[src/tcc_pkg.sv]
package tcc_pkg;
  localparam int unsigned CLK_HZ = 125_000_000;
  localparam int unsigned CLK_PERIOD_NS = 8;
  // Register byte offsets.
  localparam logic [7:0] REG_CTRL = 8'h00;
  localparam logic [7:0] REG_CMD = 8'h04;
  localparam logic [7:0] REG_STATUS = 8'h08;
  localparam logic [7:0] REG_LAST = 8'h0C;
  // Control register fields.
  localparam int CTRL_SCROLL = 0;
  localparam int CTRL_PLOT = 1;
  localparam int CTRL_PRESET = 2;
  localparam int CTRL_IDX = 3;
  localparam int CTRL_WLEN_LO = 6;
  localparam int CTRL_WLEN_HI = 7;
  localparam int CTRL_PAR_EN = 8;
  localparam int CTRL_PAR_EVEN = 9;
  localparam int CTRL_READER = 10;
  localparam logic [10:0] CTRL_RESET = 11'h0C4;
  // Command and status fields.
  localparam int CMD_ERASE = 0;
  localparam int CMD_PERR_CLR = 1;
  localparam int ST_HOLD = 0;
  localparam int ST_TX_BUSY = 1;
  localparam int ST_PERR = 2;
  localparam int ST_BELL = 3;
  localparam int ST_COL = 8;
  localparam int ST_ROW = 16;
  // Screen geometry and control codes.
  localparam int unsigned COLS = 80;
  localparam int unsigned ROWS = 12;
  localparam logic [6:0] CH_BEL = 7'h07;
  localparam logic [6:0] CH_BS = 7'h08;
  localparam logic [6:0] CH_LF = 7'h0A;
  localparam logic [6:0] CH_CR = 7'h0D;
  localparam logic [6:0] CH_SPACE = 7'h20;
  // Times and the cycle counts derived from them.
  localparam int unsigned RDAV_PULSE_NS = 25_000;
  localparam int unsigned RDAV_CYCLES = RDAV_PULSE_NS / CLK_PERIOD_NS;
  localparam int unsigned BELL_TIME_MS = 100;
  localparam int unsigned BELL_CYCLES_DEF = BELL_TIME_MS * (CLK_HZ / 1000);
  localparam int unsigned TONE_HZ = 1000;
  localparam int unsigned TONE_HALF_DEF = CLK_HZ / (2 * TONE_HZ);
  localparam int unsigned BAUD_REF = 9600;
  localparam int unsigned BAUD_DIV_DEF = CLK_HZ / BAUD_REF;

  // 300 baud is 32 reference bit times; presets run 600 (idx 0) to 9600 (idx 4).
  function automatic logic [23:0] baud_div(input logic [23:0] base,
                                           input logic preset, input logic [2:0] idx);
    logic [2:0] i;
    i = (idx > 3'h4) ? 3'h4 : idx;
    baud_div = preset ? (base << (3'h4 - i)) : (base << 5);
  endfunction

  function automatic logic [7:0] data_mask(input logic [1:0] wlen);
    data_mask = 8'hFF >> (2'h3 - wlen);
  endfunction

  function automatic logic parity_bit(input logic [7:0] data, input logic even);
    parity_bit = even ? ^data : ~^data;
  endfunction
endpackage

[src/tcc_key_enc.sv]
`timescale 1ns/1ps
`default_nettype none
module tcc_key_enc (
  // Clock and reset.
  input wire logic clk_i,
  input wire logic rst_i,
  // Key matrix event.
  input wire logic key_valid_i,
  input wire logic [6:0] key_i,
  input wire logic key_ctrl_i,
  input wire logic key_shift_i,
  // Encoded character.
  output logic valid_o,
  output logic [6:0] code_o
);
  typedef struct packed {
    logic valid;
    logic [6:0] code;
  } tcc_enc_s;
  tcc_enc_s q, d;
  logic [6:0] up;

  always_comb begin
    up = key_i;
    if (key_i >= 7'h61 && key_i <= 7'h7A) begin
      up = key_i - 7'h20;
    end
    d.valid = key_valid_i;
    d.code = q.code;
    if (key_valid_i) begin
      if (key_ctrl_i && key_shift_i) begin
        d.code = (up + 7'h10) & 7'h1F;
      end else if (key_ctrl_i) begin
        d.code = up & 7'h1F;
      end else begin
        d.code = up;
      end
    end
  end

  always_ff @(posedge clk_i) begin
    if (rst_i) begin
      q <= '0;
    end else begin
      q <= d;
    end
  end

  assign valid_o = q.valid;
  assign code_o = q.code;
endmodule // tcc_key_enc
`default_nettype wire

[src/tcc_serial_tx.sv]
`timescale 1ns/1ps
`default_nettype none
module tcc_serial_tx (
  // Clock and reset.
  input wire logic clk_i,
  input wire logic rst_i,
  // Frame format.
  input wire logic [23:0] div_i,
  input wire logic [1:0] wlen_i,
  input wire logic par_en_i,
  input wire logic par_even_i,
  // Character request.
  input wire logic start_i,
  input wire logic [7:0] data_i,
  output logic ready_o,
  // Line, idle at mark.
  output logic tx_o
);
  typedef enum logic [2:0] {TX_IDLE, TX_START, TX_DATA, TX_PAR, TX_STOP} tcc_tx_e;
  typedef struct packed {
    tcc_tx_e st;
    logic [23:0] cnt;
    logic [7:0] sh;
    logic [2:0] n;
    logic par;
    logic txd;
  } tcc_tx_s;
  tcc_tx_s q, d;
  logic last;

  always_comb begin
    d = q;
    last = (q.n == {1'b0, wlen_i} + 3'h4);
    if (q.st != TX_IDLE && q.cnt != 24'h0) begin
      d.cnt = q.cnt - 24'h1;
    end else begin
      d.cnt = div_i - 24'h1;
      case (q.st)
        TX_IDLE: begin
          if (start_i) begin
            d.sh = data_i & tcc_pkg::data_mask(wlen_i);
            d.par = tcc_pkg::parity_bit(data_i & tcc_pkg::data_mask(wlen_i), par_even_i);
            d.n = 3'h0;
            d.txd = 1'b0;
            d.st = TX_START;
          end
        end
        TX_START, TX_DATA: begin
          d.txd = q.sh[0];
          d.sh = q.sh >> 1;
          d.n = (q.st == TX_START) ? 3'h0 : q.n + 3'h1;
          d.st = TX_DATA;
          if (q.st == TX_DATA && last) begin
            d.st = par_en_i ? TX_PAR : TX_STOP;
            d.txd = par_en_i ? q.par : 1'b1;
          end
        end
        TX_PAR: begin
          d.txd = 1'b1;
          d.st = TX_STOP;
        end
        TX_STOP: d.st = TX_IDLE;
        default: d.st = TX_IDLE;
      endcase
    end
  end

  always_ff @(posedge clk_i) begin
    if (rst_i) begin
      q <= '{st: TX_IDLE, txd: 1'b1, default: '0};
    end else begin
      q <= d;
    end
  end

  assign ready_o = (q.st == TX_IDLE);
  assign tx_o = q.txd;
endmodule // tcc_serial_tx
`default_nettype wire

[src/tcc_term_ctrl.sv]
`timescale 1ns/1ps
`default_nettype none
// Behaviour
// - Ctrl shift P yields the null code.
// - Letter keys without ctrl give upper case.
// - Ctrl with letter yields its control code.
// - All 32 control codes reachable from keys.
// - Control codes not stored outside plot mode.
// - Four codes acted on from every source.
// - Received LF equals the line feed key.
// - Received CR equals the return key.
// - BS moves cursor left, display untouched.
// - BEL sounds a short speaker tone.
// - Full screen without scroll enters hold.
// - Hold homes the cursor and blinks it.
// - Hold ignores serial and parallel input.
// - Hold transmits keyboard characters only.
// - Scroll enable or page clear ends hold.
// - Hold withholds the parallel input handshake.
// - Reader loop mark enables, space disables.
// - Rate is 300 or one preset rate.
// - Default link is 600, 8 bits, no parity.
// - Five to eight bits, optional odd/even parity.
// - Mark is logic one, space logic zero.
// - Line feed moves down, writes nothing.
// - Return goes to column zero of line.
module tcc_term_ctrl #(
  parameter int unsigned BELL_CYCLES = tcc_pkg::BELL_CYCLES_DEF,
  parameter int unsigned TONE_HALF = tcc_pkg::TONE_HALF_DEF,
  parameter int unsigned BAUD_BASE_DIV = tcc_pkg::BAUD_DIV_DEF
) (
  // Clock and reset.
  input wire logic clk_i,
  input wire logic rst_i,
  // Wishbone register slave.
  input wire logic wb_cyc_i,
  input wire logic wb_stb_i,
  input wire logic wb_we_i,
  input wire logic [7:0] wb_adr_i,
  input wire logic [3:0] wb_sel_i,
  input wire logic [31:0] wb_dat_i,
  output logic [31:0] wb_dat_o,
  output logic wb_ack_o,
  // Keyboard matrix.
  input wire logic key_valid_i,
  input wire logic [6:0] key_i,
  input wire logic key_ctrl_i,
  input wire logic key_shift_i,
  // Serial link and reader loop.
  input wire logic ser_rx_i,
  output logic ser_tx_o,
  output logic reader_run_o,
  // Parallel input port.
  input wire logic [7:0] par_data_i,
  input wire logic par_dav_n_i,
  output logic par_rdav_n_o,
  // Display side.
  output logic disp_we_o,
  output logic [3:0] disp_row_o,
  output logic [6:0] disp_col_o,
  output logic [6:0] disp_char_o,
  output logic [3:0] cursor_row_o,
  output logic [6:0] cursor_col_o,
  output logic cursor_blink_o,
  output logic scroll_o,
  output logic clear_o,
  output logic speaker_o
);
  typedef enum logic [2:0] {RX_IDLE, RX_START, RX_DATA, RX_PAR, RX_STOP} tcc_rx_e;
  typedef struct packed {
    logic ack;
    logic [31:0] rdat;
    logic [10:0] ctrl;
    logic perr;
    logic [7:0] last;
    logic hold;
    logic [6:0] col;
    logic [3:0] row;
    logic we;
    logic [6:0] wcol;
    logic [3:0] wrow;
    logic [6:0] wch;
    logic scroll;
    logic clear;
    logic [23:0] bell;
    logic [19:0] tone;
    logic spk;
    logic rx_s1;
    logic rx_s2;
    tcc_rx_e rx_st;
    logic [23:0] rx_cnt;
    logic [7:0] rx_sh;
    logic [2:0] rx_n;
    logic rx_bad;
    logic ser_pend;
    logic [7:0] ser_ch;
    logic pdav_s1;
    logic pdav_s2;
    logic [7:0] pd_s1;
    logic [7:0] pd_s2;
    logic p_taken;
    logic [11:0] rdav_cnt;
    logic rdav_n;
    logic par_pend;
    logic [6:0] par_ch;
    logic tx_go;
    logic [7:0] tx_ch;
  } tcc_st_s;
  tcc_st_s q, d;

  logic kb_v;
  logic [6:0] kb_ch;
  logic tx_ready;
  logic [23:0] div;
  logic [1:0] wlen;
  logic act_v;
  logic [6:0] act_ch;
  logic [31:0] wr_word;
  logic acc;
  logic last_bit;

  tcc_key_enc u_enc (
    .clk_i(clk_i),
    .rst_i(rst_i),
    .key_valid_i(key_valid_i),
    .key_i(key_i),
    .key_ctrl_i(key_ctrl_i),
    .key_shift_i(key_shift_i),
    .valid_o(kb_v),
    .code_o(kb_ch)
  );

  assign div = tcc_pkg::baud_div(24'(BAUD_BASE_DIV), q.ctrl[tcc_pkg::CTRL_PRESET],
                                 q.ctrl[tcc_pkg::CTRL_IDX +: 3]);
  assign wlen = {q.ctrl[tcc_pkg::CTRL_WLEN_HI], q.ctrl[tcc_pkg::CTRL_WLEN_LO]};

  tcc_serial_tx u_tx (
    .clk_i(clk_i),
    .rst_i(rst_i),
    .div_i(div),
    .wlen_i(wlen),
    .par_en_i(q.ctrl[tcc_pkg::CTRL_PAR_EN]),
    .par_even_i(q.ctrl[tcc_pkg::CTRL_PAR_EVEN]),
    .start_i(q.tx_go),
    .data_i(q.tx_ch),
    .ready_o(tx_ready),
    .tx_o(ser_tx_o)
  );

  // Keyboard wins; a pending serial or parallel character waits one turn.
  always_comb begin
    act_v = 1'b0;
    act_ch = kb_ch;
    if (!q.hold) begin
      if (kb_v) begin
        act_v = 1'b1;
      end else if (q.ser_pend) begin
        act_v = 1'b1;
        act_ch = q.ser_ch[6:0];
      end else if (q.par_pend) begin
        act_v = 1'b1;
        act_ch = q.par_ch;
      end
    end
  end

  assign acc = wb_cyc_i && wb_stb_i && !q.ack;
  assign last_bit = (q.rx_n == {1'b0, wlen} + 3'h4);

  always_comb begin
    d = q;
    d.ack = acc;
    d.we = 1'b0;
    d.scroll = 1'b0;
    d.clear = 1'b0;
    d.tx_go = 1'b0;
    wr_word = {21'h0, q.ctrl};
    for (int i = 0; i < 4; i++) begin
      if (wb_sel_i[i]) begin
        wr_word[i*8 +: 8] = wb_dat_i[i*8 +: 8];
      end
    end
    // Register access, answered one cycle after the strobe.
    if (acc) begin
      d.rdat = 32'h0;
      if (wb_we_i && wb_adr_i == tcc_pkg::REG_CTRL) begin
        d.ctrl = wr_word[10:0];
      end
      if (wb_we_i && wb_adr_i == tcc_pkg::REG_CMD && wb_sel_i[0]) begin
        if (wb_dat_i[tcc_pkg::CMD_ERASE]) begin
          d.clear = 1'b1;
          d.col = 7'h0;
          d.row = 4'h0;
        end
        if (wb_dat_i[tcc_pkg::CMD_PERR_CLR]) begin
          d.perr = 1'b0;
        end
      end
      if (!wb_we_i) begin
        case (wb_adr_i)
          tcc_pkg::REG_CTRL: d.rdat = {21'h0, q.ctrl};
          tcc_pkg::REG_STATUS: begin
            d.rdat[tcc_pkg::ST_HOLD] = q.hold;
            d.rdat[tcc_pkg::ST_TX_BUSY] = !tx_ready;
            d.rdat[tcc_pkg::ST_PERR] = q.perr;
            d.rdat[tcc_pkg::ST_BELL] = (q.bell != 24'h0);
            d.rdat[tcc_pkg::ST_COL +: 7] = q.col;
            d.rdat[tcc_pkg::ST_ROW +: 4] = q.row;
          end
          tcc_pkg::REG_LAST: d.rdat = {24'h0, q.last};
          default: d.rdat = 32'h0;
        endcase
      end
    end
    // Pin synchronisers.
    d.rx_s1 = ser_rx_i;
    d.rx_s2 = q.rx_s1;
    d.pdav_s1 = par_dav_n_i;
    d.pdav_s2 = q.pdav_s1;
    d.pd_s1 = par_data_i;
    d.pd_s2 = q.pd_s1;
    // Parallel input: no data is taken, nor handshake pulsed, during hold.
    if (q.rdav_cnt != 12'h0) begin
      d.rdav_cnt = q.rdav_cnt - 12'h1;
    end
    d.rdav_n = (d.rdav_cnt == 12'h0);
    if (q.pdav_s2) begin
      d.p_taken = 1'b0;
    end else if (!q.p_taken && !q.hold && !q.par_pend && q.rdav_cnt == 12'h0) begin
      d.p_taken = 1'b1;
      d.par_pend = 1'b1;
      d.par_ch = q.pd_s2[6:0];
      d.rdav_cnt = 12'(tcc_pkg::RDAV_CYCLES);
      d.rdav_n = 1'b0;
    end
    // Serial receiver, sampling each bit at its middle.
    if (q.rx_cnt != 24'h0) begin
      d.rx_cnt = q.rx_cnt - 24'h1;
    end else begin
      d.rx_cnt = div - 24'h1;
      case (q.rx_st)
        RX_IDLE: begin
          d.rx_cnt = 24'h0;
          if (!q.rx_s2) begin
            d.rx_cnt = div >> 1;
            d.rx_st = RX_START;
          end
        end
        RX_START: begin
          d.rx_n = 3'h0;
          d.rx_sh = 8'h0;
          d.rx_st = q.rx_s2 ? RX_IDLE : RX_DATA;
        end
        RX_DATA: begin
          d.rx_sh[q.rx_n] = q.rx_s2;
          d.rx_n = q.rx_n + 3'h1;
          if (last_bit) begin
            d.rx_st = q.ctrl[tcc_pkg::CTRL_PAR_EN] ? RX_PAR : RX_STOP;
          end
        end
        RX_PAR: begin
          d.rx_bad = (q.rx_s2 != tcc_pkg::parity_bit(q.rx_sh,
                                                    q.ctrl[tcc_pkg::CTRL_PAR_EVEN]));
          d.rx_st = RX_STOP;
        end
        RX_STOP: begin
          d.rx_st = RX_IDLE;
          d.rx_cnt = 24'h0;
          d.last = q.rx_sh;
          d.ser_pend = !q.hold;
          d.ser_ch = q.rx_sh;
          d.perr = d.perr | (q.rx_bad & q.ctrl[tcc_pkg::CTRL_PAR_EN]);
          d.rx_bad = 1'b0;
        end
        default: d.rx_st = RX_IDLE;
      endcase
    end
    // Transmit path, only while the transmitter is ready: keyboard even in hold, parallel input only outside hold.
    if (kb_v && tx_ready) begin
      d.tx_go = 1'b1;
      d.tx_ch = {1'b0, kb_ch};
    end else if (q.par_pend && !kb_v && !q.hold && tx_ready) begin
      d.tx_go = 1'b1;
      d.tx_ch = {1'b0, q.par_ch};
    end
    if (!kb_v && q.ser_pend) begin
      d.ser_pend = 1'b0;
    end else if (!kb_v && !q.ser_pend && q.par_pend) begin
      d.par_pend = 1'b0;
    end
    if (q.hold) begin
      d.ser_pend = 1'b0;
      d.par_pend = 1'b0;
    end
    // Character action, common to all three sources.
    if (act_v) begin
      if (q.ctrl[tcc_pkg::CTRL_PLOT] || act_ch >= tcc_pkg::CH_SPACE) begin
        d.we = 1'b1;
        d.wcol = q.col;
        d.wrow = q.row;
        d.wch = act_ch;
        if (q.col == 7'(tcc_pkg::COLS - 1)) begin
          d.col = 7'h0;
          d.row = q.row + 4'h1;
        end else begin
          d.col = q.col + 7'h1;
        end
      end else begin
        case (act_ch)
          tcc_pkg::CH_LF: d.row = q.row + 4'h1;
          tcc_pkg::CH_CR: d.col = 7'h0;
          tcc_pkg::CH_BS: d.col = (q.col == 7'h0) ? 7'h0 : q.col - 7'h1;
          tcc_pkg::CH_BEL: d.bell = 24'(BELL_CYCLES);
          default: d.col = q.col;
        endcase
      end
      // Leaving the bottom line either scrolls or freezes the page.
      if (q.row == 4'(tcc_pkg::ROWS - 1) && d.row == 4'(tcc_pkg::ROWS)) begin
        d.row = 4'(tcc_pkg::ROWS - 1);
        if (q.ctrl[tcc_pkg::CTRL_SCROLL]) begin
          d.scroll = 1'b1;
        end else begin
          d.hold = 1'b1;
          d.row = 4'h0;
          d.col = 7'h0;
        end
      end
    end
    if (q.hold && (q.ctrl[tcc_pkg::CTRL_SCROLL] || q.clear)) begin
      d.hold = 1'b0;
    end
    // Bell tone: a square wave while the interval runs.
    if (q.bell != 24'h0
        && !(act_v && act_ch == tcc_pkg::CH_BEL && !q.ctrl[tcc_pkg::CTRL_PLOT])) begin
      d.bell = q.bell - 24'h1;
    end
    if (q.bell == 24'h0) begin
      d.spk = 1'b0;
      d.tone = 20'h0;
    end else if (q.tone == 20'(TONE_HALF - 1)) begin
      d.tone = 20'h0;
      d.spk = !q.spk;
    end else begin
      d.tone = q.tone + 20'h1;
    end
  end

  always_ff @(posedge clk_i) begin
    if (rst_i) begin
      q <= '{ctrl: tcc_pkg::CTRL_RESET, rx_s1: 1'b1, rx_s2: 1'b1, pdav_s1: 1'b1,
             pdav_s2: 1'b1, rdav_n: 1'b1, rx_st: RX_IDLE, default: '0};
    end else begin
      q <= d;
    end
  end

  assign wb_ack_o = q.ack;
  assign wb_dat_o = q.rdat;
  assign reader_run_o = q.ctrl[tcc_pkg::CTRL_READER];
  assign par_rdav_n_o = q.rdav_n;
  assign disp_we_o = q.we;
  assign disp_row_o = q.wrow;
  assign disp_col_o = q.wcol;
  assign disp_char_o = q.wch;
  assign cursor_row_o = q.row;
  assign cursor_col_o = q.col;
  assign cursor_blink_o = q.hold;
  assign scroll_o = q.scroll;
  assign clear_o = q.clear;
  assign speaker_o = q.spk;
endmodule // tcc_term_ctrl
`default_nettype wire
[config.mk]
export PLATFORM = sky130hd
export DESIGN_NAME = tcc_term_ctrl
export DESIGN_NICKNAME = d
export VERILOG_FILES = /design/src/tcc_pkg.sv /design/src/tcc_key_enc.sv /design/src/tcc_serial_tx.sv /design/src/tcc_term_ctrl.sv
export SDC_FILE = /design/constraint.sdc
export NUM_CORES = 1
export LEC_CHECK = 0
export BUFFER_PORTS_ARGS = -buffer_cell sky130_fd_sc_hd__buf_2
export CAP_MARGIN = 15
export CELL_PAD_IN_SITES_DETAIL_PLACEMENT = 2
export CELL_PAD_IN_SITES_GLOBAL_PLACEMENT = 2
export CORE_MARGIN = 1.5
export CORE_UTILIZATION = 38
export DETAILED_ROUTE_END_ITERATION = 16
export GPL_TIMING_DRIVEN = 0
export PLACE_DENSITY = 0.95
export SYNTH_ARGS = -nofsm -noshare
export SYNTH_HDL_FRONTEND = slang
export SYNTH_SLANG_ARGS = --single-unit
[constraint.sdc]
create_clock -name clk_i -period 7.5 [get_ports clk_i]
set_input_delay 1.5 -clock clk_i [delete_from_list [all_inputs] [get_ports clk_i]]
set_output_delay 1.5 -clock clk_i [all_outputs]
set_load 0.03 [all_outputs]
# Yosys cells after proc, flatten, opt, wreduce, memory -nomap -nowiden
# Cells that the tools add are included.
# classes
magnitude_cmp	6
eq_ne	25
n_addsub	16
n_mux	75
shift	2
reduce_logical	85
n_bitwise	11
# ops
op	count
$mux W24	7
$sub A24 B1 Y24 const B	4
$mux W11	7
$reduce_bool A24 Y1	3
$mux W7	9
$pmux W24 S2	1
$pmux W11 S2	2
$mux W21	2
$mux W9	4
$mux W31	1
$mux W27	1
$logic_and A1 B1 Y1	25
$logic_not A12 Y1	2
$logic_not A24 Y1	1
$reduce_and A3 Y1	8
$shl A14 B3 Y24 const A	1
$eq A7 B4 Y1 const B	3
$pmux W7 S3	1
$add A20 B1 Y20 const B	1
$eq A20 B16 Y1 const B	1
$mux W20	1
$mux W19	1
$mux W3	6
$mux W1	17
59 further kinds	111
# totals
elab_cells	265
in_bits	69
ff_bits	255
out_inout_bits	70

# Depth between registers and ports, before layout
# Gate-level depths: netlist of run 1.
# depth
word_depth	13
mapped_depth	16

# By module
# A second synthesis of run 1 with hierarchy kept.
# unflattened
cells_unflattened	1707
hier_area_um2	13847.0
# by_module_without_submodules
mod	area_per_inst_um2	cells_each	instances	seq_area_each_um2
tcc_term_ctrl	10832.9	1338	1	4124.0
tcc_serial_tx	2595.0	325	1	800.8
tcc_key_enc	419.2	44	1	160.2

# Least setup slack after synthesis of run 1
# No wires, ideal clock.
# synth_path
path_type	in2reg
start	input port wb_adr_i[1]
end	register q (netlist bit cursor_col_o[0])
t_arrival_ns	3.533
setup_ns	0.122
slack_ns	3.845
cell_stages	8
cell_sequence	or4_1 nor4_2 nand3_1 and3_1 o21a_1 nor2_1 a211oi_1 a221o_1
# synth_via
elab_chain_cells	12
# synth_rtl
element	line_no	rtl
start, declared	tcc_term_ctrl.sv:39	input wire logic [7:0] wb_adr_i,
$eq A8 B3 Y1 *	tcc_term_ctrl.sv:189	if (wb_we_i && wb_adr_i == tcc_pkg::REG_CMD && wb_sel_i[0]) begin
$logic_and A1 B1 Y1 * (2 in series)	tcc_term_ctrl.sv:189	
$mux W11 *	tcc_term_ctrl.sv:189	
$mux W11 *	tcc_term_ctrl.sv:184	if (acc) begin
$mux W4, on equally long branches	tcc_term_ctrl.sv:309, tcc_term_ctrl.sv:302	
$mux W11	tcc_term_ctrl.sv:297	if (q.ctrl[tcc_pkg::CTRL_PLOT] || act_ch >= tcc_pkg::CH_SPACE) begin
$mux W11	tcc_term_ctrl.sv:296	if (act_v) begin
$eq A4 B4 Y1	tcc_term_ctrl.sv:318	if (q.row == 4'(tcc_pkg::ROWS - 1) && d.row == 4'(tcc_pkg::ROWS)) begin
$logic_and A1 B1 Y1	tcc_term_ctrl.sv:318	
$mux W11	tcc_term_ctrl.sv:318	
$mux W31 *	tcc_term_ctrl.sv:296	
end signal, assigned	tcc_term_ctrl.sv:350	q <= '{ctrl: tcc_pkg::CTRL_RESET, rx_s1: 1'b1, rx_s2: 1'b1, pdav_s1: 1'b1,
end, declared	tcc_term_ctrl.sv:109	tcc_st_s q, d;
# Mark *: on every way between the ends. The rest lies on a longest branch, timed or not. The select of a mux whose other input is x is not followed.
# A chain may end at the register's enable or synchronous reset.

# Final worst setup path of run 1
# layout_path
start	register q[191] (netlist name)
end	register q[81] (netlist name)
# layout_via
elab_chain_cells	8
# layout_rtl
element	line_no	rtl
$gt A3 B3 Y1	tcc_pkg.sv:51	i = (idx > 3'h4) ? 3'h4 : idx;
$mux W3 *	tcc_pkg.sv:51	
$sub A3 B3 Y3 *	tcc_pkg.sv:52	baud_div = preset ? (base << (3'h4 - i)) : (base << 5);
$shl A14 B3 Y24 *	tcc_pkg.sv:52	
$mux W24 *	tcc_pkg.sv:52	
$sub A24 B1 Y24 / $mux W27 (equally long branches)	tcc_term_ctrl.sv:240, tcc_term_ctrl.sv:244	
$pmux W24 S2 *	tcc_term_ctrl.sv:241	case (q.rx_st)
$mux W24 *	tcc_term_ctrl.sv:237	if (q.rx_cnt != 24'h0) begin
# Marks and branches as above.

==> results of run 1 <==
-- sequential cells by signal, summed over array words and instances (netlist names), 4 cells and up --
register,cells
q,141
cursor_row_o,4
disp_char_o,7
disp_row_o,4
d,9
u_enc.code_o,7
cursor_col_o,7
disp_col_o,7
u_tx.q,38
wb_dat_o,19
-- worst max-delay path, stage by stage (launching register included) --
cell and delay (ns):
dfxtp_1 0.34, clkbuf_1 0.42, nand2b_1 0.18, clkbuf_1 0.41, ha_1 0.28, inv_1 0.07
ha_1 0.31, buf_2 0.20, a21boi_0 0.56, o21ai_0 0.46, a211o_1 0.43, nor3_1 0.67
nor2_1 0.27, o221a_2 0.35, a211oi_1 0.21
-- path summary, 6_finish.rpt --
| check | slack, ns | endpoint | from |
|---|---|---|---|
| worst min register to register | 0.42 | q[97]$_SDFF_PP1_ | d[97]$_SDFF_PP1_ |
| worst min-delay path | 0.42 | q[97]$_SDFF_PP1_ | d[97]$_SDFF_PP1_ |
| worst max register to register | 2.24 | q[81]$_SDFF_PP0_ | q[191]$_SDFFE_PP0P_ |
| worst max-delay path | 2.24 | q[81]$_SDFF_PP0_ | q[191]$_SDFFE_PP0P_ |
-- power breakdown --
part | internal, W | total [W] | switching [W]
Combinational | 0.000493 | 0.00141 | 0.000921
Sequential | 0.00150 | 0.00169 | 0.000190
Clock | 0.000987 | 0.00164 | 0.000655
Total | 0.00298 | 0.00475 | 0.00177
-- metal layers --
metal | up-vias | GRT usage [%] | wire length [µm]
met5 | - | 0 | 0
met4 | 0 | 19.9 | 3740
met3 | 298 | 6.44 | 3840
met2 | 711 | 61.9 | 31500
met1 | 7037 | 39.3 | 24200
li1 | 5941 | - | -
-- final cells by class --
cell class                 count  area share (%)
multi-input combinational   1197            46.6
sequential                   253            33.1
inverter                      35           0.858
timing repair buffer         102            3.35
buffer                       153            5.36
tap                          448            3.66
clock inverter                13            1.32
clock buffer                  43            5.75
antenna                        3          0.0490
-- stage by stage --
step	utilization (%)	power (W)	setup slack (ns)
2_1_floorplan	-	0.00256	3.84
3_3_place_gp	42.2	0.00280	2.78
3_5_place_dp	42.2	0.00294	2.69
4_1_cts	45.4	0.00472	2.46
5_1_grt	45.4	0.00490	2.06
6_report	45.4	0.00475	2.24
-- kinds of logic (layout without fill, tap and decap cells) --
logic type,after synthesis,in the layout
other,1,16
and+or+nand+nor,683,683
xor gates and xnor gates,112,112
DFF,253,253
AOI/OAI and AO/OA,338,338
muxes,30,30
adders and majority gates,21,21
buffers and inverters,188,346
-- cell usage after synthesis, drive strengths merged (7+ instances only) --
library cell	n	share of area, %
dfxtp	253	39
nor2	201	5.8
nand2	156	4.5
a21oi	128	4.9
nor3	80	3.1
clkbuf	79	2.3
buf	74	4.0
xnor2	71	4.7
a211oi	49	2.8
o21ai	47	1.8
nand3	41	1.7
xor2	41	2.7
inv	35	1.0
and3	30	1.4
nor2b	30	1.4
nor4	29	1.4
mux2i	28	2.1
nand2b	23	1.1
a22oi	22	1.3
ha	21	2.0
a31oi	18	0.86
nand4	14	0.67
or3	14	0.67
or2	13	0.64
or4	11	0.69
nor3b	10	0.57
o211ai	8	0.46
and2	7	0.33
==> flow_summary.ini, run 1 <==
[timing]
skew_ns = 0.0151
setup_tns_ns = 0
timing.final.hold_violations = 0
period_needed_ns = 5.26
finalMaxSlewViolations = 0
worst_pin_slew_ns = 1.22
setup_viol = 0
finalCritPeriodShare_pct = 70.1
rsz0062_at_grt = false
slew_headroom_pct = 18.1
fmax_mhz = 190
holdWs_ns = 0.424

[floorplan]
die_area_um2 = 35600
core_area_um2 = 33700
fp.dieH_um = 189
pin_count = 139
rows = 67
initial_utilization_pct = 38.9
die_width_um = 189

[final_layout]
area_delta_synth_final_pct = 16.9
fillCellCount = 3781
layout_commonest_cell = dfxtp_1
drive_gt1_share_pct = 14.1
fin_nets = 1862
layout_common_cells = 253 x dfxtp_1, 200 x nor2_1, 156 x nand2_1
final_cell_count_no_fill = 2247
final-seq-area_um2 = 5060
multi_input_area_um2 = 7130
final_area_um2 = 15300

[critical_path]
critPathRequiredTime_ns = 7.98
worst_ep_arrival_time_ns = 5.74
cp-end-kind = register
worst_setup_path_start_kind = register
worst-setup-path-type = reg -> reg
cp_max_fo = 10
worst_r2r_path_depth = 14

[detailed_routing]
viasPerCell = 6.22
drc = 0
wire_per_inst_um = 28.2
first_pass_iters = 5
wl_um = 63300
drt_iter0_drc = 1145
via_count = 13987
postRouteAntennaNets = 0

[run_status]
status = finished, final reports clean

[placed_design]
io_buffers = 100
placed_cells = 2187
place_congestion = 0.914
place_hpwl_um = 38600
place_area_um2 = 14200

[clock_network]
clk_pin_slew_worst_paths_ns = 0.07
cts_hold_buf = 0
numCtsBuffers = 30
cts_buffer_depth = 3
postCtsSetupRepairBufs = 0
cts_root_buffer = clkbuf_16
cts_tree = done
ctsResizeCount = 0
clock_latency_ns = 0.57
cts.sinks = 253
cts_max_level = 1

[logic_synthesis]
synth-seq-area-share_pct = 38.7
yosys.area_share.xor_xnor_pct = 7.49
avgSynthCellArea_um2 = 8.06
synth-seq-cells = 253
ys_types = 80
synth_warnings = 0
syn-cell-area_um2 = 13100
ys.flop_type = dfxtp_1
synthCells = 1626
synth_edf_count = 0
synth_top_family_by_area = simple AND/OR/NAND/NOR gates
muxShareOfSynthArea_pct = 2.31
yosys.area_share.adder_pct = 2.01
yosys.area_share.simple_pct = 25.6
async_flop_share_pct = 0
synth-compound-area-share_pct = 16.6

[job]
maxCapViolations = 0

[global_route]
grt_max_degree = 15
antenna_found_initial = 1
grt_first_pass_wirelength_um = 96700
grt_pass1_vias = 15668
grt_usage_pct = 35.0
overflow = 0

[power]
p_leak_nw = 6.09
vdd_drop_max_mv = 0.187
power_density_nw_per_um2 = 310

[min_path]
hp-class = reg -> reg
hold_depth = 1
(Power assumes the default switching activity.)
==> inputs of run 2 (changes only) <==
- CORE_UTILIZATION: 38 -> 32
- PLACE_DENSITY: 0.95 -> 0.89
- clock period: 7.5 -> 4.44 ns (I/O delays scaled with it)
==> run 2 against run 1 <==
  * Routed wire length decreased by 17%
  * Critical path depth decreased by 1
  * Sequential share of layout area decreased by 0.11 points
  * Combinational power increased by 54%
  * First-iteration DRC count decreased by 46%
==> flow_summary.ini, run 2 (same netlist as run 1, synthesis figures left out) <==
[run_status]
status = finished, final reports clean

[detailed_routing]
postRouteAntennaNets = 0
first_pass_iters = 5
wl_um = 52700
drc = 0
drt_iter0_drc = 618
wire_per_inst_um = 22.7
viasPerCell = 5.63
via_count = 13046

[floorplan]
pin_count = 139
rows = 73
die_area_um2 = 42200
initial_utilization_pct = 32.7
core_area_um2 = 40100
die_width_um = 205
fp.dieH_um = 205

[global_route]
grt_first_pass_wirelength_um = 82900
overflow = 0
grt_usage_pct = 25.0
grt_pass1_vias = 14509
antenna_found_initial = 1
grt_max_degree = 17

[timing]
layout_setup_ws_ns = 0.324
finalMaxSlewViolations = 0
fmax_mhz = 243
finalCritPeriodShare_pct = 92.7
skew_ns = 0.0354
period_needed_ns = 4.12
setup_viol = 0
timing.final.hold_violations = 0
setup_tns_ns = 0
rsz0062_at_grt = false
slew_headroom_pct = 23.8
worst_pin_slew_ns = 1.13

[min_path]
hp-class = reg -> reg

[clock_network]
numCtsBuffers = 30
cts_tree = done
cts.sinks = 253
clock_latency_ns = 0.61
cts_buffer_depth = 3
cts_root_buffer = clkbuf_16
cts_max_level = 1
postCtsSetupRepairBufs = 0
ctsResizeCount = 2
cts_hold_buf = 0
clk_pin_slew_worst_paths_ns = 0.06

[power]
power_density_nw_per_um2 = 500
p_leak_nw = 6.07
vdd_drop_max_mv = 0.309
power_w = 0.00768

[placed_design]
post-place-ws_ns = -0.252
place_congestion = 0.910
io_buffers = 100
place_hpwl_um = 36100

[final_layout]
largest-register = q
layout_commonest_cell = dfxtp_1
fin_util_pct = 38.3
layout_common_cells = 253 x dfxtp_1, 200 x nor2_1, 156 x nand2_1
area_delta_synth_final_pct = 17.3
largest_reg_flops = 141
fin_nets = 1859
drive_gt1_share_pct = 13.9

[critical_path]
cp_max_fo = 10
worst_setup_path_start_kind = register
worst-setup-path-type = reg -> reg
critPathRequiredTime_ns = 4.86
worst_ep_arrival_time_ns = 4.54
cp-end-kind = register

[job]
maxCapViolations = 0
==> run 2: changes by cell type in the layout (fill, tap and decap cells not counted), sizes merged <==
| cell | previous run | this run |
|---|---|---|
| clkinv | 6 | 7 |
| clkbuf | 123 | 120 |
| diode | 3 | 1 |
| clkinvlp | 2 | 1 |
==> run 2: path summary, 6_finish.rpt <==
| check | slack [ns] | depth (start not counted) | endpoint | start |
|---|---|---|---|---|
| max | 0.32 | 13 | q[81]$_SDFF_PP0_ | q[191]$_SDFFE_PP0P_ |
| min reg2reg | 0.41 | 1 | q[97]$_SDFF_PP1_ | d[97]$_SDFF_PP1_ |
| min | 0.41 | 1 | q[97]$_SDFF_PP1_ | d[97]$_SDFF_PP1_ |
| max reg2reg | 0.32 | 13 | q[81]$_SDFF_PP0_ | q[191]$_SDFFE_PP0P_ |
==> run 2: area by class of cell <==
class	instances	area (µm²)
fillers	4485	24700
multi-input cells	1197	7130
flip-flops and latches	253	5060
clock buffers	43	830
plain buffers	151	813
well taps	525	657
repair buffers	101	505
clock inverters	13	225
inverters	35	131
diodes	1	2.50
==> run 2: metrics by stage <==
step                cells  cell area (µm²)  hold WS [ns]
floorplan            1638            13100         0.389
global placement     2263            14300         0.396
detailed placement   2264            14300         0.405
CTS                  2320            15400         0.420
global route         2319            15400         0.443
finish               2319            15400         0.414
==> run 2: routing by layer <==
layer	up-vias	global-route usage [%]	wire length (µm)
li1	5950	-	-
met4	2	12.0	2010
met2	403	44.3	26300
met3	139	3.58	2660
met1	6552	29.4	21700
met5	-	0	13
==> run 2: report_power, final <==
part,internal (W),switching [W],leakage (nW)
clock network,0.00160,0.00109,0.509
logic,0.000828,0.00135,3.50
registers,0.00254,0.000280,2.06
==> run 2: worst max-delay path, stage by stage, from the launching register on <==
cell and delay (ns):
dfxtp_1 0.57, nand2b_1 0.44, ha_1 0.25, inv_1 0.05, ha_1 0.28, buf_2 0.20
a21boi_1 0.36, o21ai_0 0.33, a211o_1 0.41, nor3_1 0.40, a21oi_1 0.14, nor2_1 0.22
o221a_2 0.24, a211oi_1 0.05
